### config.mk
export PLATFORM = sky130hd
export DESIGN_NAME = fet_erase_trigger
export DESIGN_NICKNAME = d
export VERILOG_FILES = /design/src/rtl/fet_pkg.sv /design/src/rtl/fet_erase_trigger.sv
export SDC_FILE = /design/constraint.sdc
export NUM_CORES = 1
export LEC_CHECK = 0
export BUFFER_PORTS_ARGS = -buffer_cell sky130_fd_sc_hd__buf_2
export CAP_MARGIN = 20
export CORE_UTILIZATION = 35
export CTS_CLUSTER_DIAMETER = 120
export DETAILED_ROUTE_END_ITERATION = 6
export PLACE_DENSITY = 0.7
export REMOVE_ABC_BUFFERS = 1
export SKIP_LAST_GASP = 1
export SLEW_MARGIN = 10
export SYNTH_ARGS = -nofsm -noshare
export SYNTH_HDL_FRONTEND = slang
export SYNTH_SLANG_ARGS = --single-unit
### constraint.sdc
create_clock -name i_core_clk -period 0.8 [get_ports i_core_clk]
set_input_delay 0.16 -clock i_core_clk [delete_from_list [all_inputs] [get_ports i_core_clk]]
set_output_delay 0.16 -clock i_core_clk [all_outputs]
set_load 0.005 [all_outputs]
### src/rtl/fet_pkg.sv
// Package with constants for the flash erase trigger
package fet_pkg;
	localparam logic [7:0] FET_ERASE_CMD_ADDR = 8'h94;
	localparam logic [7:0] FET_PAGE_SEL_ADDR = 8'hb7;
	localparam logic [7:0] FET_ARM_ADDR = 8'hb2;
	localparam int FET_PAGE_MSB = 7;
	localparam int FET_PAGE_LSB = 1;
	localparam int FET_ARM_BIT = 1;
	localparam logic [7:0] FET_PAT_PAGE = 8'h55;
	localparam logic [7:0] FET_PAT_MASS = 8'haa;
	localparam logic [7:0] FET_CMD_RESET = 8'h00;
	localparam logic [6:0] FET_PAGE_RESET = 7'h00;
endpackage

### src/rtl/fet_erase_trigger.sv
// Erase command register logic for the program flash
`timescale 1ns/100ps
`default_nettype none

// Notes on behaviour
// Writing 0x55 to the erase command register starts one page erase.
// Software writes the target page number into bits 7:1 beforehand.
// Writing 0xAA to the erase command register starts a mass erase.
// Mass erase needs the arm bit set and the emulator port enabled.
// Any other value written is ignored and starts nothing.
// Arm bit is write-only bit 1, clear after reset, set to arm.
// Arm bit is cleared after each mass erase attempt.
module fet_erase_trigger
	import fet_pkg::*;
(
	// Clock and reset
	input wire logic i_core_clk,
	input wire logic i_rst_b,
	// Special-function register write port
	input wire logic i_sfr_we,
	input wire logic [7:0] i_sfr_addr,
	input wire logic [7:0] i_sfr_wdata,
	// Emulator port status
	input wire logic i_emulator_port_en,
	// Flash controller requests
	output logic o_page_erase_start,
	output logic o_mass_erase_start,
	output logic [6:0] o_flash_page_select,
	output logic o_mass_erase_arm
);

	// Write taken on the rising edge with the strobe high
	// Start strobes follow on that edge and last one clock
	// Page select holds until rewritten; arm holds until rewritten or a mass erase attempt
	// All three registers are write-only, no read path
	// Bit 0 of page select and other arm bits ignored

	// Everything the block remembers between cycles
	typedef struct packed {
		logic page_start;
		logic mass_start;
		logic [6:0] page;
		logic arm;
	} fet_state_t;

	// Register addressed by this cycle's write
	typedef enum logic [3:0] {
		FET_SEL_NONE = 4'h1,
		FET_SEL_PAGE = 4'h2,
		FET_SEL_ARM = 4'h4,
		FET_SEL_CMD = 4'h8
	} fet_reg_sel_t;

	// Meaning of the data written to the erase command register
	typedef enum logic [2:0] {
		FET_CMD_NONE = 3'h1,
		FET_CMD_PAGE = 3'h2,
		FET_CMD_MASS = 3'h4
	} fet_cmd_kind_t;

	// State and its next value
	fet_state_t st;
	fet_state_t next_st;

	// Decoded write
	fet_reg_sel_t reg_sel;
	fet_cmd_kind_t cmd_kind;

	// Fields lifted from the write data
	logic [6:0] page_field;
	logic arm_field;

	// Mass erase may start this cycle
	logic mass_permitted;

	// Only the two exact patterns count as commands
	function automatic fet_cmd_kind_t decode_cmd(input logic [7:0] data);
		fet_cmd_kind_t kind;
		kind = FET_CMD_NONE;
		case (data)
			FET_PAT_PAGE:
			begin
				kind = FET_CMD_PAGE;
			end
			FET_PAT_MASS:
			begin
				kind = FET_CMD_MASS;
			end
			default:
			begin
				kind = FET_CMD_NONE;
			end
		endcase
		return kind;
	endfunction

	// Write strobe steered to one of the three registers
	always_comb
	begin
		reg_sel = FET_SEL_NONE;
		if (i_sfr_we)
		begin
			case (i_sfr_addr)
				FET_PAGE_SEL_ADDR:
				begin
					reg_sel = FET_SEL_PAGE;
				end
				FET_ARM_ADDR:
				begin
					reg_sel = FET_SEL_ARM;
				end
				FET_ERASE_CMD_ADDR:
				begin
					reg_sel = FET_SEL_CMD;
				end
				default:
				begin
					// Other addresses belong to other blocks
					reg_sel = FET_SEL_NONE;
				end
			endcase
		end
	end

	// Page number sits one bit up in its register; bit 0 is dropped
	for (genvar gi = 0; gi <= FET_PAGE_MSB - FET_PAGE_LSB; gi++)
	begin : g_page_bit
		assign page_field[gi] = i_sfr_wdata[gi + FET_PAGE_LSB];
	end

	// Only one bit of the arm register is used
	assign arm_field = i_sfr_wdata[FET_ARM_BIT];

	// Pattern decode only for writes to the command register
	always_comb
	begin
		cmd_kind = FET_CMD_NONE;
		if (reg_sel == FET_SEL_CMD)
		begin
			cmd_kind = decode_cmd(i_sfr_wdata);
		end
	end

	// Arming must already sit in the register, not in this cycle's write
	// Emulator port is looked at only on the command write
	always_comb
	begin
		mass_permitted = 1'b0;
		if (st.arm && i_emulator_port_en)
		begin
			mass_permitted = 1'b1;
		end
	end

	// Next register values
	always_comb
	begin
		next_st = st;
		// Start requests are single-cycle strobes
		next_st.page_start = 1'b0;
		next_st.mass_start = 1'b0;
		// Register writes
		case (reg_sel)
			FET_SEL_PAGE:
			begin
				next_st.page = page_field;
			end
			FET_SEL_ARM:
			begin
				next_st.arm = arm_field;
			end
			default:
			begin
				// Commands go through the pattern decode below
				next_st.page = st.page;
			end
		endcase
		// Arm write and command write never share a cycle
		case (cmd_kind)
			FET_CMD_PAGE:
			begin
				next_st.page_start = 1'b1;
			end
			FET_CMD_MASS:
			begin
				next_st.mass_start = mass_permitted;
				// An attempt uses up the arming whether it started or not
				next_st.arm = 1'b0;
			end
			default:
			begin
				// Ignored patterns change nothing
				next_st.page_start = 1'b0;
			end
		endcase
	end

	// Reset clears the strobes, the page and the arming
	always_ff @(posedge i_core_clk or negedge i_rst_b)
	begin
		if (!i_rst_b)
		begin
			st.page_start <= 1'b0;
			st.mass_start <= 1'b0;
			st.page <= FET_PAGE_RESET;
			// Mass erase starts disarmed
			st.arm <= 1'b0;
		end
		else
		begin
			st <= next_st;
		end
	end

	// Outputs come straight from the state flip-flops
	assign o_page_erase_start = st.page_start;
	assign o_mass_erase_start = st.mass_start;
	assign o_flash_page_select = st.page;
	assign o_mass_erase_arm = st.arm;

endmodule
`default_nettype wire

Word level (Yosys, flattened, before mapping)
Index checks and enable logic that the tools add are counted.
{"block": "word_totals", "register_bits": 10, "output_inout_bits": 10}
{"block": "classes", "n_eq_ne": 10, "mux": 9, "n_reduce_logical": 2}
{"operator": "$eq 8x8->1 const B", "count": 4}
{"operator": "$pmux 4 s3", "count": 1}
{"operator": "$eq 8x7->1 const B", "count": 1}
{"operator": "$pmux 3 s2", "count": 1}
{"operator": "$mux 1", "count": 5}
{"operator": "$eq 4x2->1 const B", "count": 1}
{"operator": "$eq 4x3->1 const B", "count": 1}
{"operator": "$eq 4x4->1 const B", "count": 1}
{"operator": "$mux 4", "count": 1}
{"operator": "$eq 3x2->1 const B", "count": 1}
{"operator": "$eq 3x3->1 const B", "count": 1}
{"operator": "$mux 3", "count": 1}
{"operator": "$reduce_bool 2->1", "count": 1}
{"operator": "$logic_and 1x1->1", "count": 1}

Logic depth before layout (Yosys ltp)
{"block": "logic_depth", "depth_word": 7, "mapped_depth": 3}

Worst setup path before layout
No wires, ideal clock.
{"block": "synth_path", "kind": "input-to-reg", "start": "input port i_sfr_addr[3]", "end": "register st (netlist bit o_flash_page_select[0])", "setup_time_ns": 0.125, "arrival_time_ns": 0.934, "slack_ns": -0.259, "cell_stages": 3, "n_path_buf": 0, "path_cell_list": "and4bb_2 -> nand4_4 -> mux2_2"}
{"block": "synth_via", "elab_chain_len": 4}
{"item": "from (decl)", "line_no": "fet_erase_trigger.sv:21", "text": "input wire logic [7:0] i_sfr_addr,"}
{"item": "$eq 8x8->1", "line_no": "fet_erase_trigger.sv:103", "text": "case (i_sfr_addr)"}
{"item": "$pmux 4 s3 *", "line_no": "fet_erase_trigger.sv:103"}
{"item": "$mux 4 *", "line_no": "fet_erase_trigger.sv:101", "text": "if (i_sfr_we)"}
{"item": "$eq 4x2->1 *", "line_no": "fet_erase_trigger.sv:163", "text": "case (reg_sel)"}
{"item": "to (signal assigned)", "line_no": "fet_erase_trigger.sv:211", "text": "st <= next_st;"}
{"item": "to (decl)", "line_no": "fet_erase_trigger.sv:62", "text": "fet_state_t st;"}
Mark *: on every way between the ends. The rest lies on a longest branch, timed or not.
A chain may end at the register's enable or synchronous reset.

Worst setup path after layout
{"block": "layout_path", "start": "register st (netlist bit o_flash_page_select[4])", "end": "output port o_flash_page_select[4]"}
{"item": "to (decl)", "line_no": "fet_erase_trigger.sv:28", "text": "output logic [6:0] o_flash_page_select,"}
No word-level cell between the ends.

==> impl_metrics.json <==
{
  "core_region_area_um2": 1190,
  "violations": "setup timing",
  "io_pins": 30,
  "drv_cap": 0,
  "powerDensity_nw_per_um2": 1360,
  "routedWlPerCell_um": 11.6,
  "power.leakage_nw": 0.430,
  "worst_slack_ns": -0.127,
  "dpl_cell_area_um2": 701,
  "setup_viol": 18,
  "clock_latency_ns": 0.26,
  "cts_tree": "built",
  "dpl.hpwl_um": 868,
  "status": "finished with violations",
  "viasPerCell": 4.94,
  "final_cells": 95,
  "io_buffers": 29,
  "ir_drop_v": 0.000852,
  "antenna_left": 0,
  "hp-class": "in -> reg",
  "syn_area_um2": 478,
  "maxSlewViolCount": 0,
  "max_stage_delay_ns": 0.38,
  "startpoint": "o_flash_page_select[4]",
  "p_seq_share_pct": 50.8,
  "fillers": 107,
  "finalHoldViolations": 0,
  "dp_cells": 87,
  "swShare_pct": 22.6,
  "multi_input_area_um2": 235,
  "cp_top_family": "flip-flops",
  "antenna_cells": 0,
  "synth-seq-cells": 10,
  "rows": 12,
  "htreeDepth": 1,
  "cp.arrival_ns": 0.77,
  "die_y_um": 39.0,
  "relSlewSlack_pct": 75.9,
  "ys_warn_count": 0,
  "p_int_mw": 0.818,
  "drtIter0Drc": 2,
  "gp_congestion": 0.727,
  "grt_max_degree": 11,
  "worst_pin_slew_ns": 0.357,
  "wl_um": 1110,
  "layout-drive-gt1-share_pct": 69.1,
  "crit_path_cell_trace": "buf_2",
  "r2r_start": "o_flash_page_select[5]",
  "fin_crit_sh_pct": 116,
  "track_usage_pct": 18.2,
  "grt_pass1_vias": 433,
  "antenna_found_initial": 0,
  "yosysSeqAreaShare_pct": 52.4,
  "yosys.area.top_type": "dfrtp_1",
  "drt_drc_violations_left": 0,
  "final-seq-area_um2": 250,
  "overflow": 0,
  "crit_type": "reg -> out",
  "cts_root_buf": "clkbuf_4",
  "rsz0062_at_grt": "yes",
  "cts_buffers": 3,
  "ys_types": 13,
  "cp_max_fo": 2,
  "clock_skew_ns": 0.0000167,
  "worstHoldStart": "i_emulator_port_en",
  "p_sw_mw": 0.239,
  "cp-end-kind": "primary output",
  "cts.path.max_buffers": 2,
  "slowest_stage": "dfrtp_1",
  "clkPwrFrac_pct": 31.0,
  "initial_utilization_pct": 40.3,
  "fin_area_um2": 774,
  "fp.dieW_um": 39.0,
  "dieArea_um2": 1520,
  "cts_sinks": 10,
  "combPwrFrac_pct": 18.2,
  "firstDrtPassIters": 4,
  "cp_num_buf_inv": 1,
  "fin_crit_ns": 0.927,
  "cp.required_ns": 0.64,
  "yosys-top-cells-area": "dfrtp_1, mux2_2, nor4bb_1, nand4_4, and4bb_2",
  "fmaxAchievable_ghz": 1.08,
  "dr_total_vias": 469,
  "syn_inst": 36,
  "area.growth.synth_to_final_pct": 62.0,
  "clk_pin_slew_ns": 0.06,
  "yosysTopAreaCellShare_pct": 52.4,
  "finalNetCount": 103,
  "grt_pass1_wl_um": 1780,
  "synth_area_per_cell_um2": 13.3,
  "cp-start-kind": "flop"
}
[synthesized netlist by cell type, drive strengths merged]
cell type / n
nor4bb: 5
nor3: 2
and3: 1
and4bb: 1
nand2: 3
nand4: 3
a31o: 1
mux2: 7
a2bb2oi: 1
dfrtp: 10
inv: 1
nor2: 1
[worst register-to-register path, stage by stage, from the launching register on]
cell	delay [ns]
dfrtp_1	0.37
buf_4	0.13
mux2_2	0.26
[flip-flops by register name, indices dropped and copies added, names as in the netlist]
register and count:
o_flash_page_select 7, o_mass_erase_arm 1, o_mass_erase_start 1, o_page_erase_start 1
[cell type report]
cell class	instances	area share (%)
multi-input cells	25	30.4
repair buffers	42	31.7
clock buffers	3	2.91
inverters	1	0.485
well taps	14	2.26
flip-flops and latches	10	32.3
[cells in the final DEF, fill, tap and decap left out]
cell type	count
a2bb2oi_2	1
a31o_2	1
and3_1	1
and4bb_2	1
buf_2	29
buf_4	12
clkbuf_4	3
dfrtp_1	10
dlygate4sd3_1	1
inv_1	1
mux2_2	7
nand2_1	3
nand4_1	2
nand4_4	1
nor2_1	1
nor3_1	1
nor3_2	1
nor4bb_1	5
[metal layers]
| metal | wire length (um) | track usage, % | vias to the layer above |
|---|---|---|---|
| met1 | 485 | 21.1 | 219 |
| met2 | 538 | 28.3 | 17 |
| met5 | 0 | 0 | - |
| li1 | - | - | 230 |
| met4 | 14 | 7.76 | 0 |
| met3 | 66 | 8.67 | 3 |
[power groups by stage]
stage	Combinational, mW	Sequential [mW]	Clock [mW]
2_1_floorplan	0.0447	0.549	0
3_3_place_gp	0.168	0.546	0
3_5_place_dp	0.171	0.547	0
4_1_cts	0.192	0.536	0.348
5_1_grt	0.213	0.538	0.362
6_report	0.192	0.536	0.328
[cell families after synthesis]
logic type | synth area share [%]
flops | 52.4
mux | 16.5
compound gates | 3.67
buf+inv | 0.785
simple gates | 26.7
[path summary, 6_finish.rpt]
kind                                                to  slack (ns)  cells past startpoint
worst min-delay path                o_mass_erase_start        0.15                      3
worst min register to register  o_flash_page_select[3]        0.50                      1
worst max register to register  o_flash_page_select[5]       -0.08                      2
min in group asynchronous             o_mass_erase_arm        0.29                      2
max in group asynchronous       o_flash_page_select[4]        0.32                      2
worst max-delay path            o_flash_page_select[4]       -0.13                      1
[stage by stage]
| step | setup TNS (ns) | utilization (%) | power, mW | setup WS (ns) | hold WS [ns] |
|---|---|---|---|---|---|
| CTS | -2.02 | 64.7 | 1.08 | -0.137 | 0.118 |
| floorplan | -2.04 | - | 0.593 | -0.259 | -0.136 |
| finish | -1.95 | 65.3 | 1.06 | -0.127 | 0.151 |
| detailed placement | -3.54 | 59.1 | 0.718 | -0.407 | 0.0321 |
| global route | -2.66 | 65.3 | 1.11 | -0.164 | 0.140 |
| global placement | -3.41 | 59.1 | 0.715 | -0.402 | 0.0261 |
[timing repair]
item                       CTS  global route
setup buffers                3             1
setup endpoints to repair   19            20
hold buffers                 1             0
pin swaps                    1             3
resized for setup            2             0
hold endpoints to repair    10             0
No activity file was read; power rests on OpenSTA's default activity.
